File: src/core/power_seq_map.svh
`ifndef POWER_SEQ_MAP_SVH
`define POWER_SEQ_MAP_SVH

// register bus geometry
`define PSG_ADDR_W 10
`define PSG_DATA_W 32

// register indexes (byte address is four times the index)
`define PSG_PGCTL_IDX 8'h27
`define PSG_RSCTL_IDX 8'h28
`define PSG_STAT_IDX 8'h29

// power-good delay control fields and reset values
`define PSG_PGCTL_SEL_BIT 0
`define PSG_PGCTL_LOCK_BIT 1
`define PSG_PGCTL_SEL_RST 1'b1
`define PSG_PGCTL_LOCK_RST 1'b0

// resume reset control field and reset value
`define PSG_RSCTL_LEVEL_BIT 0
`define PSG_RSCTL_LEVEL_RST 1'b1

// status fields
`define PSG_STAT_S3_BIT 0
`define PSG_STAT_S5_BIT 1
`define PSG_STAT_SPG_BIT 2
`define PSG_STAT_RAIL_BIT 3
`define PSG_STAT_DONE_BIT 4
`define PSG_STAT_RSM_BIT 5
`define PSG_STAT_SON_BIT 6
`define PSG_STAT_RSW_BIT 7
`define PSG_STAT_HELD_BIT 8
`define PSG_STAT_PGO_BIT 9

// bus responses
`define PSG_RESP_OKAY 2'h0
`define PSG_RESP_SLVERR 2'h2

// timing: clock rate and delays in their own units
`define PSG_CLK_KHZ 200000
`define PSG_PG_DELAY_MS 100
`define PSG_RSM_DELAY_MS 30
`define PSG_PG_DELAY_CYC (`PSG_PG_DELAY_MS * `PSG_CLK_KHZ)
`define PSG_RSM_DELAY_CYC (`PSG_RSM_DELAY_MS * `PSG_CLK_KHZ)
`define PSG_TIMER_W 25

`endif

File: src/core/power_seq_pkg.sv
package power_seq_pkg;

  // pin levels sampled together through the synchroniser
  typedef struct packed {
    logic sleep3;
    logic sleep5;
    logic supply_pg;
    logic rail_ok;
    logic supply_on;
    logic reg_switch;
  } pins_t;

  // resume reset sequencing, gray along hold -> wait -> run
  typedef enum logic [1:0] {
    RS_HOLD = 2'h0,
    RS_WAIT = 2'h1,
    RS_RUN = 2'h3
  } resume_state_t;

endpackage

File: src/core/delay_timer.sv
`timescale 1ns/10ps
`include "power_seq_map.svh"

module delay_timer #(
  parameter int CW = `PSG_TIMER_W,
  parameter int unsigned CYCLES = 16
) (
  input wire logic clock,
  input wire logic rstn,
  input wire logic clear,
  input wire logic start,
  output logic done
);

  logic [CW-1:0] count_r;
  logic running_r;
  logic done_r;
  wire last = (count_r == CW'(CYCLES - 1));

  // clear beats start so a qualifying edge never runs on a dead condition
  always_ff @(posedge clock) begin
    if (!rstn || clear) begin
      count_r <= '0;
      running_r <= 1'b0;
      done_r <= 1'b0;
    end else if (start) begin
      count_r <= '0;
      running_r <= 1'b1;
      done_r <= 1'b0;
    end else if (running_r) begin
      count_r <= last ? count_r : count_r + CW'(1);
      running_r <= !last;
      done_r <= last;
    end
  end

  assign done = done_r;

endmodule // delay_timer

File: src/core/power_sequencing_glue.sv
// Contract
// - supply-on pin drives low while sleep-S3 is high, floats otherwise.
// - system power-good goes low at once when sleep-S3 or supply power-good is low.
// - supply power-good rise with sleep-S3 high raises power-good, now or after delay.
// - delay select resets to the delayed rising transition.
// - delayed power-good stays low until the delay-elapsed indicator is set.
// - power-good and resume reset are held low while the standby rail rises.
// - power-good is low whenever resume reset is asserted.
// - power-good control register: bit 0 delay select, bit 1 lock.
// - once locked, select and lock ignore writes until standby power-on reset.
// - hardware only asserts resume reset; firmware level governs release.
// - resume reset releases a fixed delay after rail trip, only with rail present.
// - regulator-switch pin drives low only with supply power-good and sleep-S3 high.
// - held regulator switch is low when sleep-S5 or internal switch is low.
// - held regulator switch rises only on internal switch rise with sleep-S5 high.
// - with both high and no new rise the held output keeps its value.
//
// The AXI4-Lite register port is this design's own decision.
`timescale 1ns/10ps
`include "power_seq_map.svh"

module power_sequencing_glue #(
  parameter int unsigned PG_DELAY_CYCLES = `PSG_PG_DELAY_CYC,
  parameter int unsigned RSM_DELAY_CYCLES = `PSG_RSM_DELAY_CYC
) (
  input wire logic clock,
  input wire logic rstn,
  input wire logic sleep_state3_n,
  input wire logic sleep_state5_n,
  input wire logic supply_power_good,
  input wire logic standby_rail_ok,
  input wire logic supply_on_n_in,
  output logic supply_on_n_out,
  output logic supply_on_n_oe_n,
  input wire logic regulator_switch_n_in,
  output logic regulator_switch_n_out,
  output logic regulator_switch_n_oe_n,
  output logic system_power_good_out,
  output logic resume_well_reset_n,
  output logic held_regulator_switch,
  input wire logic [`PSG_ADDR_W-1:0] s_axi_awaddr,
  input wire logic s_axi_awvalid,
  output logic s_axi_awready,
  input wire logic [`PSG_DATA_W-1:0] s_axi_wdata,
  input wire logic [3:0] s_axi_wstrb,
  input wire logic s_axi_wvalid,
  output logic s_axi_wready,
  output logic [1:0] s_axi_bresp,
  output logic s_axi_bvalid,
  input wire logic s_axi_bready,
  input wire logic [`PSG_ADDR_W-1:0] s_axi_araddr,
  input wire logic s_axi_arvalid,
  output logic s_axi_arready,
  output logic [`PSG_DATA_W-1:0] s_axi_rdata,
  output logic [1:0] s_axi_rresp,
  output logic s_axi_rvalid,
  input wire logic s_axi_rready
);
  import power_seq_pkg::*;

  // ---------------- pin synchroniser ----------------
  power_seq_pkg::pins_t meta_r;
  power_seq_pkg::pins_t pins_r;
  power_seq_pkg::pins_t raw;

  assign raw.sleep3 = sleep_state3_n;
  assign raw.sleep5 = sleep_state5_n;
  assign raw.supply_pg = supply_power_good;
  assign raw.rail_ok = standby_rail_ok;
  assign raw.supply_on = supply_on_n_in;
  assign raw.reg_switch = regulator_switch_n_in;

  // two stages; only the second stage feeds logic
  always_ff @(posedge clock) begin
    if (!rstn) begin
      meta_r <= '0;
      pins_r <= '0;
    end else begin
      meta_r <= raw;
      pins_r <= meta_r;
    end
  end

  // named views of the synchronised levels
  wire s3 = pins_r.sleep3;
  wire s5 = pins_r.sleep5;
  wire spg = pins_r.supply_pg;
  wire rail = pins_r.rail_ok;

  // ---------------- registers and state ----------------
  logic spg_d_r;
  logic bf_d_r;
  logic armed_r;
  logic sel_r;
  logic lock_r;
  logic fw_level_r;
  logic pg_out_r;
  logic resume_r;
  logic held_r;
  logic son_oe_n_r;
  logic rsw_oe_n_r;
  power_seq_pkg::resume_state_t rs_state_r;
  power_seq_pkg::resume_state_t rs_state_nxt;
  logic pg_done;
  logic rsm_done;

  // internal regulator switch: low only while both supply good and S3 high
  wire both_on = spg & s3;
  wire bf_cut = ~both_on;
  wire bf_rise = bf_cut & ~bf_d_r;
  wire spg_rise = spg & ~spg_d_r;
  wire pg_qual = spg_rise & s3;
  wire pg_kill = ~spg | ~s3;

  // ---------------- power-good delay ----------------
  // a drop on either input restarts the whole interval on the next rise
  delay_timer #(
    .CW(`PSG_TIMER_W),
    .CYCLES(PG_DELAY_CYCLES)
  ) u_pg_delay (
    .clock(clock),
    .rstn(rstn),
    .clear(pg_kill),
    .start(pg_qual),
    .done(pg_done)
  );

  // power-good output next value
  wire pg_nxt = resume_r & s3 & spg & (armed_r | pg_qual) & (~sel_r | pg_done);

  // armed marks that the current high level came from a qualifying rise
  always_ff @(posedge clock) begin
    if (!rstn) begin
      spg_d_r <= 1'b0;
      armed_r <= 1'b0;
    end else begin
      spg_d_r <= spg;
      armed_r <= pg_kill ? 1'b0 : (armed_r | pg_qual);
    end
  end

  // ---------------- resume reset ----------------
  delay_timer #(
    .CW(`PSG_TIMER_W),
    .CYCLES(RSM_DELAY_CYCLES)
  ) u_rsm_delay (
    .clock(clock),
    .rstn(rstn),
    .clear(~rail),
    .start(rs_state_r == RS_HOLD && rail),
    .done(rsm_done)
  );

  // loss of rail drops back to hold and restarts the fixed delay
  always_comb begin
    rs_state_nxt = rs_state_r;
    case (rs_state_r)
      RS_HOLD: begin
        if (rail) begin
          rs_state_nxt = RS_WAIT;
        end
      end
      RS_WAIT: begin
        if (!rail) begin
          rs_state_nxt = RS_HOLD;
        end else if (rsm_done) begin
          rs_state_nxt = RS_RUN;
        end
      end
      RS_RUN: begin
        if (!rail) begin
          rs_state_nxt = RS_HOLD;
        end
      end
      default: begin
        rs_state_nxt = RS_HOLD;
      end
    endcase
  end

  // hardware may only pull it low; release needs the firmware level too
  wire resume_nxt = (rs_state_r == RS_RUN) & rail & fw_level_r;

  // ---------------- regulator switch and held copy ----------------
  wire held_nxt = s5 & bf_cut & (held_r | bf_rise);

  // ---------------- output flops ----------------
  // synchronous reset holds every output in its safe state while the rail rises
  always_ff @(posedge clock) begin
    if (!rstn) begin
      rs_state_r <= RS_HOLD;
      pg_out_r <= 1'b0;
      resume_r <= 1'b0;
      held_r <= 1'b0;
      bf_d_r <= 1'b1;
      son_oe_n_r <= 1'b1;
      rsw_oe_n_r <= 1'b1;
    end else begin
      rs_state_r <= rs_state_nxt;
      pg_out_r <= pg_nxt;
      resume_r <= resume_nxt;
      held_r <= held_nxt;
      bf_d_r <= bf_cut;
      son_oe_n_r <= ~s3;
      rsw_oe_n_r <= ~both_on;
    end
  end

  assign supply_on_n_out = 1'b0;
  assign regulator_switch_n_out = 1'b0;
  assign supply_on_n_oe_n = son_oe_n_r;
  assign regulator_switch_n_oe_n = rsw_oe_n_r;
  assign system_power_good_out = pg_out_r;
  assign resume_well_reset_n = resume_r;
  assign held_regulator_switch = held_r;

  // ---------------- axi4-lite slave ----------------
  logic awready_r;
  logic wready_r;
  logic aw_full_r;
  logic w_full_r;
  logic bvalid_r;
  logic [1:0] bresp_r;
  logic arready_r;
  logic rvalid_r;
  logic [1:0] rresp_r;
  logic [`PSG_DATA_W-1:0] rdata_r;
  logic [`PSG_ADDR_W-1:0] aw_addr_r;
  logic [`PSG_DATA_W-1:0] wdata_r;
  logic [3:0] wstrb_r;

  wire aw_hs = s_axi_awvalid & awready_r;
  wire w_hs = s_axi_wvalid & wready_r;
  wire b_hs = bvalid_r & s_axi_bready;
  wire ar_hs = s_axi_arvalid & arready_r;
  wire r_hs = rvalid_r & s_axi_rready;
  wire do_write = aw_full_r & w_full_r & ~bvalid_r;

  // write decode on the word index
  wire [7:0] wr_idx = aw_addr_r[`PSG_ADDR_W-1:2];
  wire wr_pgctl = (wr_idx == `PSG_PGCTL_IDX);
  wire wr_rsctl = (wr_idx == `PSG_RSCTL_IDX);
  wire wr_stat = (wr_idx == `PSG_STAT_IDX);
  wire wr_hit = wr_pgctl | wr_rsctl | wr_stat;
  // a locked control register still answers okay, it simply keeps its bits
  wire pgctl_we = do_write & wr_pgctl & wstrb_r[0] & ~lock_r;
  wire rsctl_we = do_write & wr_rsctl & wstrb_r[0];

  // read decode
  wire [7:0] rd_idx = s_axi_araddr[`PSG_ADDR_W-1:2];
  wire rd_pgctl = (rd_idx == `PSG_PGCTL_IDX);
  wire rd_rsctl = (rd_idx == `PSG_RSCTL_IDX);
  wire rd_stat = (rd_idx == `PSG_STAT_IDX);
  wire rd_hit = rd_pgctl | rd_rsctl | rd_stat;

  logic [`PSG_DATA_W-1:0] pgctl_word;
  logic [`PSG_DATA_W-1:0] rsctl_word;
  logic [`PSG_DATA_W-1:0] stat_word;

  // read words, unused bits read zero
  always_comb begin
    pgctl_word = '0;
    pgctl_word[`PSG_PGCTL_SEL_BIT] = sel_r;
    pgctl_word[`PSG_PGCTL_LOCK_BIT] = lock_r;
    rsctl_word = '0;
    rsctl_word[`PSG_RSCTL_LEVEL_BIT] = fw_level_r;
    stat_word = '0;
    stat_word[`PSG_STAT_S3_BIT] = s3;
    stat_word[`PSG_STAT_S5_BIT] = s5;
    stat_word[`PSG_STAT_SPG_BIT] = spg;
    stat_word[`PSG_STAT_RAIL_BIT] = rail;
    stat_word[`PSG_STAT_DONE_BIT] = pg_done;
    stat_word[`PSG_STAT_RSM_BIT] = resume_r;
    stat_word[`PSG_STAT_SON_BIT] = pins_r.supply_on;
    stat_word[`PSG_STAT_RSW_BIT] = pins_r.reg_switch;
    stat_word[`PSG_STAT_HELD_BIT] = held_r;
    stat_word[`PSG_STAT_PGO_BIT] = pg_out_r;
  end

  wire [`PSG_DATA_W-1:0] rd_word = rd_pgctl ? pgctl_word :
                                   rd_rsctl ? rsctl_word :
                                   rd_stat ? stat_word : '0;

  // write channels: address and data taken independently, one write at a time
  always_ff @(posedge clock) begin
    if (!rstn) begin
      awready_r <= 1'b1;
      wready_r <= 1'b1;
      aw_full_r <= 1'b0;
      w_full_r <= 1'b0;
      bvalid_r <= 1'b0;
      bresp_r <= `PSG_RESP_OKAY;
      aw_addr_r <= '0;
      wdata_r <= '0;
      wstrb_r <= 4'h0;
    end else begin
      if (aw_hs) begin
        aw_addr_r <= s_axi_awaddr;
        aw_full_r <= 1'b1;
        awready_r <= 1'b0;
      end
      if (w_hs) begin
        wdata_r <= s_axi_wdata;
        wstrb_r <= s_axi_wstrb;
        w_full_r <= 1'b1;
        wready_r <= 1'b0;
      end
      if (do_write) begin
        aw_full_r <= 1'b0;
        w_full_r <= 1'b0;
        bvalid_r <= 1'b1;
        bresp_r <= wr_hit ? `PSG_RESP_OKAY : `PSG_RESP_SLVERR;
      end else if (b_hs) begin
        bvalid_r <= 1'b0;
        awready_r <= 1'b1;
        wready_r <= 1'b1;
      end
    end
  end

  // read channel: answer at the same edge that takes the address
  always_ff @(posedge clock) begin
    if (!rstn) begin
      arready_r <= 1'b1;
      rvalid_r <= 1'b0;
      rresp_r <= `PSG_RESP_OKAY;
      rdata_r <= '0;
    end else if (ar_hs) begin
      arready_r <= 1'b0;
      rvalid_r <= 1'b1;
      rdata_r <= rd_word;
      rresp_r <= rd_hit ? `PSG_RESP_OKAY : `PSG_RESP_SLVERR;
    end else if (r_hs) begin
      rvalid_r <= 1'b0;
      arready_r <= 1'b1;
    end
  end

  // control bits; lock only falls with the power-on reset
  always_ff @(posedge clock) begin
    if (!rstn) begin
      sel_r <= `PSG_PGCTL_SEL_RST;
      lock_r <= `PSG_PGCTL_LOCK_RST;
      fw_level_r <= `PSG_RSCTL_LEVEL_RST;
    end else begin
      if (pgctl_we) begin
        sel_r <= wdata_r[`PSG_PGCTL_SEL_BIT];
        lock_r <= wdata_r[`PSG_PGCTL_LOCK_BIT];
      end
      if (rsctl_we) begin
        fw_level_r <= wdata_r[`PSG_RSCTL_LEVEL_BIT];
      end
    end
  end

  assign s_axi_awready = awready_r;
  assign s_axi_wready = wready_r;
  assign s_axi_bvalid = bvalid_r;
  assign s_axi_bresp = bresp_r;
  assign s_axi_arready = arready_r;
  assign s_axi_rvalid = rvalid_r;
  assign s_axi_rresp = rresp_r;
  assign s_axi_rdata = rdata_r;
endmodule // power_sequencing_glue

File: config.mk
export PLATFORM = sky130hd
export DESIGN_NAME = power_sequencing_glue
export DESIGN_NICKNAME = d
export VERILOG_FILES = /design/src/core/power_seq_pkg.sv /design/src/core/delay_timer.sv /design/src/core/power_sequencing_glue.sv
export VERILOG_INCLUDE_DIRS = /design/src /design/src/core
export SDC_FILE = /design/constraint.sdc
export NUM_CORES = 1
export LEC_CHECK = 0
export BUFFER_PORTS_ARGS = -buffer_cell sky130_fd_sc_hd__buf_2
export CAP_MARGIN = 20
export CORE_ASPECT_RATIO = 1.1
export CORE_UTILIZATION = 53
export DETAILED_ROUTE_END_ITERATION = 10
export GPL_ROUTABILITY_DRIVEN = 1
export PLACE_DENSITY = 0.8
export SLEW_MARGIN = 0
export SYNTH_ARGS = -nofsm -noshare
export SYNTH_HDL_FRONTEND = slang
export SYNTH_SLANG_ARGS = --single-unit
File: constraint.sdc
create_clock -name clock -period 2.18 [get_ports clock]
set_input_delay 0 -clock clock [delete_from_list [all_inputs] [get_ports clock]]
set_output_delay 0 -clock clock [all_outputs]
set_load 0.02 [all_outputs]
Word-level counts from Yosys, hierarchy flattened
Cells that the tools add are included.

Bits in registers: 134. Input port bits: 69. Output and inout port bits: 48.

Add/sub/neg operators: 2. Equal/unequal tests: 13. Muxes and demuxes: 26. Bitwise operators: 44. Reductions and logical operators: 16.

Operators with widths (number): $add A25 B1 Y25 const B (2); $eq A8 B6 Y1 const B (6); $mux W10 (3); $eq A25 B23 Y1 const B (1); $eq A25 B25 Y1 const B (1); $and A1 B1 Y1 (24); $mux W1 (16); $mux W2 (6); $not A1 Y1 (12); $or A1 B1 Y1 (8); $reduce_or A2 Y1 (4); $pmux W2 S3 (1); $ne A2 B2 Y1 const B (2); $reduce_and A2 Y1 (2); $reduce_bool A2 Y1 (2); $logic_not A1 Y1 (3); $ne A3 B2 Y1 const B (1); $reduce_and A3 Y1 (1); $eq A2 B1 Y1 const B (1); $eq A2 B2 Y1 const B (1); $logic_not A2 Y1 (1); $logic_or A1 B1 Y1 (2); $logic_and A1 B1 Y1 (1).

Logic depth before layout (Yosys ltp)
Depth after elaboration: 6. Mapped depth: 7.

Modules after synthesis
Synthesis repeated with hierarchy kept, for this count alone.

Cells, all modules: 541. Area total of the unflattened synthesis: 4789.6 um^2.

By module, submodules not included: power_sequencing_glue (instances 1, cells an instance 234, area each 2149.6 um^2); delay_timer at u_pg_delay (instances 1, cells an instance 156, area each 1325.0 um^2); delay_timer at u_rsm_delay (instances 1, cells an instance 151, area each 1315.0 um^2).

Least setup slack after synthesis
OpenSTA, ideal clock, no wires.

Path type: reg2reg. From: register u_rsm_delay.count_r[2]. To: register u_rsm_delay.count_r[14]. Arrival time: 1.792 ns. Required time: 2.110 ns. Slack: 0.318 ns. Stages on the path, launching flop included: 6. Buffers on the path: 0. Path through: dfxtp_1 nand4_4 or2_4 or3_4 or4_1 a21oi_1.

Cells in the longest elaborated chain, start to end: 3. Elaborated cells between the ends (all ways): 4. Those cells by class: add/sub (1); eq/ne (1); bitwise (1); reduce/logical (1).

Ends and longest elaborated chain: start, declared (RTL line delay_timer.sv:15) `logic [CW-1:0] count_r;`; start signal, assigned (RTL line delay_timer.sv:31) `count_r <= last ? count_r : count_r + CW'(1);`; parallel branches: the longest is 3 deep, another holds $add A25 B1 Y25.

Several ways; the timed one is not identified. A chain may end at the register's enable or synchronous reset.

Worst setup path in the final report
From: register u_pg_delay.count_r[0]. To: register u_pg_delay.count_r[24].

Cells in the longest elaborated chain, start to end: 3. Elaborated cells between the ends (all ways): 4. Those cells by class: add/sub (1); eq/ne (1); bitwise (1); reduce/logical (1).

Ends and longest elaborated chain (RTL line): start, declared (delay_timer.sv:15); start signal, assigned (delay_timer.sv:31); parallel branches: the longest is 3 deep, another holds $add A25 B1 Y25.

Several ways; the timed one is not identified.

==> parameters.txt <==
Parameter                              Value

Die
  Height of the die    100 µm
  Die width    91.1 µm
  Starting utilization of the core area    roughly 55%
  I/O pin count    between 100 and 150
  Die outline area    slightly above 9000 µm²
  Number of placement rows    35
  Core ar.    between 8000 and 9000 µm²

Flow run
  Count of max-cap constraint violations    0

GRT
  First-pass GRT wire length    between 15 and 20 mm
  Number of antenna violations at the first check in global routing    0
  GRT Util Overall    between 20% and 30%
  Grt total ovfl    0
  Maximum number of pins on one net before global-route repair    23
  Number of global-route vias before repair    between 3000 and 4000

Clocking
  Cts bufs inserted    9
  Clock slew at reported path FFs    approximately 0.11 ns
  H-Tree Depth    3
  CTS sink count    around 110
  Maximum clock path buffer count    2
  TritonCTS clock tree    built
  Clock latency at the later pin of the worst-skew pair    around 0.38 ns
  Clock root buffer    sky130_fd_sc_hd__clkbuf_8

Logic synthesis
  Synth area leader    sky130_fd_sc_hd__dfxtp_1
  Count of flip-flops with a built-in enable after synthesis    0
  Count of warnings emitted by yosys    0
  Async SR Flop Fraction    0%
  Most common flop cell mapped by yosys    sky130_fd_sc_hd__dfxtp_1
  Share of Yosys cell area claimed by the top area cell type    46.8%
  Gate count of the mapped netlist    531
  Most common cell in the synthesized netlist    sky130_fd_sc_hd__dfxtp_1
  Netlist cell types    57
  Cells taking the most area after synthesis    sky130_fd_sc_hd__dfxtp_1 47%, sky130_fd_sc_hd__nor2_1 5.0%, sky130_fd_sc_hd__buf_4 4.2%
  Seq/Total Area, Yosys    a little under half
  Post-Synthesis Mean Instance Area    8.71 µm²
  Most instantiated cells after synthesis    108 x sky130_fd_sc_hd__dfxtp_1, 61 x sky130_fd_sc_hd__nor2_1, 49 x sky130_fd_sc_hd__nand2_1
  Flops & latches, synth    108
  Cell area after synthesis    4620 µm²

Final layout
  N_diodes    0
  Combined area of the multi-input logic cells    between 2000 and 2500 µm²
  Area added between synthesis and finish    19.9%
  Layout cell share with drive strength beyond 1    roughly 16%
  Final Net Count    699
  Final non-filler cell total    744
  Sequential cell area    2160 µm²
  Filler cell count in the final layout    ~660

STA
  Slew of the pin with the lowest slew margin    0.550 ns
  Setup repair after global routing missed its margin    no
  Relative slew slack    63.0%
  Maximum clock frequency    491 MHz
  Worst setup slack after layout    0.141 ns
  Final TNS setup    0 ns
  Number of max-slew violations in the final report    0
  Final worst path period need    slightly above 2 ns
  Min Hold Slack    0.102 ns
  Post-route fraction of the period consumed by the critical path    93.5%
  Setup violators final    0
  Clock tree skew after final layout    0.0146 ns
  Endpoints failing hold    0

Placement
  Pre-CTS setup slack    about 0.17 ns
  Weighted congestion reported at the end of routability-driven placement    0.861
  Dpl cells    694
  Detailed-placement wirelength estimate    6.57 mm
  Number of input and output port buffers inserted    between 50 and 60

Hold path
  Worst hold path class    in2reg
  Worst hold stages    5
  Hold endpoint    s_axi_rdata[0]
  Start point of the worst min-delay path    s_axi_araddr[8]

Worst setup path
  Required time at the worst-slack endpoint    about 2.4 ns
  Startpoint type of the worst setup path    flop
  WS Path Type    reg2reg
  R2r worst-path depth    6
  Register-to-register path setup slack    0.14 ns
  Sort of element at the end of the critical path    flop
  Maximum fanout count along the critical path    7
  Source of the worst register-to-register timing path    u_pg_delay.count_r[0]
  Terminus of the critical flop-to-flop path    u_pg_delay.count_r[24]
  Data arrival time of the critical path    ~2.3 ns

Power
  Leakage power figure    2.07 nW
  Power density cells    643 nW/µm²
  Final Total Pwr    3.56 mW
  Max IR drop VDD    around 0.0005 V

Drt
  Residual DRC    0
  Post-DR wirelength/cell    13.8 µm
  Via count of the routed design    4053
  Per-cell via count in the routed design    ~5.4
  Post-route antenna net violation count    0
  Drt total wl    10.3 mm
  Starting DRC count in detailed routing    300
  Total iterations of the first detailed-routing run    4

Status
  Run status    finished clean
-- cell usage in the layout (no fill, tap or decap), drive strengths merged, types with 9 or more instances in the layout --
master	count
nand3	35
or4	11
dlygate4sd3	34
and2	16
conb	26
nand2	49
nor3	9
buf	70
nor2	61
nand4	13
o21ai	19
xor2	18
and3	9
or3	9
dfxtp	108
nor4	11
a21oi	33
a22oi	9
xnor2	11
clkbuf	10
inv	17
-- cells by family (layout without fill, tap and decap cells) --
group           count (synthesis)  after routing  synth area share, %
xor+xnor                       29             29                 5.49
compound gates                 83             83                 11.2
flops                         108            108                 46.8
simple gates                  245            245                 27.9
fa+ha+maj                       2              2                0.541
other cells                     1             26               0.0811
buf+inv                        58            135                 6.93
mux                             5              5                 1.11
-- through the flow --
stage	instance area, µm²	utilization [%]
final	5540	65.9
after detailed placement	4980	59.3
after floorplan	4720	-
after global placement	4980	59.3
after global routing	5540	65.9
after CTS	5540	65.9
-- power by group --
part / internal [mW] / switching, mW / total, mW
sequential: 2.01 / 0.0253 / 2.03
combinational: 0.104 / 0.132 / 0.236
clock: 0.585 / 0.707 / 1.29
-- metal layers --
layer  share of wire [%]  global-route usage, %
met1                  42                   25.7
met2                  53                   44.7
met3                 3.5                   4.47
met4                 1.6                   8.30
met5                   0                      0
-- state kept, by name, summed over array words and instances, names as in the netlist, 2 cells and up --
signal,count
aw_addr_r,8
meta_r,6
pins_r,2
rs_state_r,2
s_axi_rdata,10
u_pg_delay.count_r,25
u_rsm_delay.count_r,25
wdata_r,2
-- worst max-delay path, stage by stage (launching register included) --
cell                      delay, ns
sky130_fd_sc_hd__dfxtp_1       0.41
sky130_fd_sc_hd__ha_1          0.22
sky130_fd_sc_hd__nand3_1       0.14
sky130_fd_sc_hd__or4_1         0.55
sky130_fd_sc_hd__nor4b_1       0.39
sky130_fd_sc_hd__xnor2_1       0.16
sky130_fd_sc_hd__nor2_1        0.06
-- how the worst max path moves through the flow --
stage,from,endpoint,slack (ns)
CTS,u_rsm_delay.count_r[3],u_rsm_delay.count_r[14],0.14
detailed placement,u_pg_delay.count_r[0],u_pg_delay.count_r[24],0.17
floorplan,u_rsm_delay.count_r[2],u_rsm_delay.count_r[14],0.32
global placement,u_pg_delay.count_r[0],u_pg_delay.count_r[22],0.21
global route,u_pg_delay.count_r[0],u_pg_delay.count_r[14],0.0008
finish,u_pg_delay.count_r[0],u_pg_delay.count_r[24],0.14
-- repair_timing --
item,CTS,global route
endpoints found under the hold margin,29,0
setup endpoints to repair,0,1
resized for setup,0,1
setup buffers,0,0
hold buffers,34,0
-- area by class of cell --
cell class,count,area share [%]
multi-input combinational,390,40.3
sequential,108,39.0
timing repair buffer,104,13.2
tap,111,2.51
clock buffer,10,2.48
clock inverter,6,1.40
inverter,15,1.02
Power figures use the tool's default switching activity.
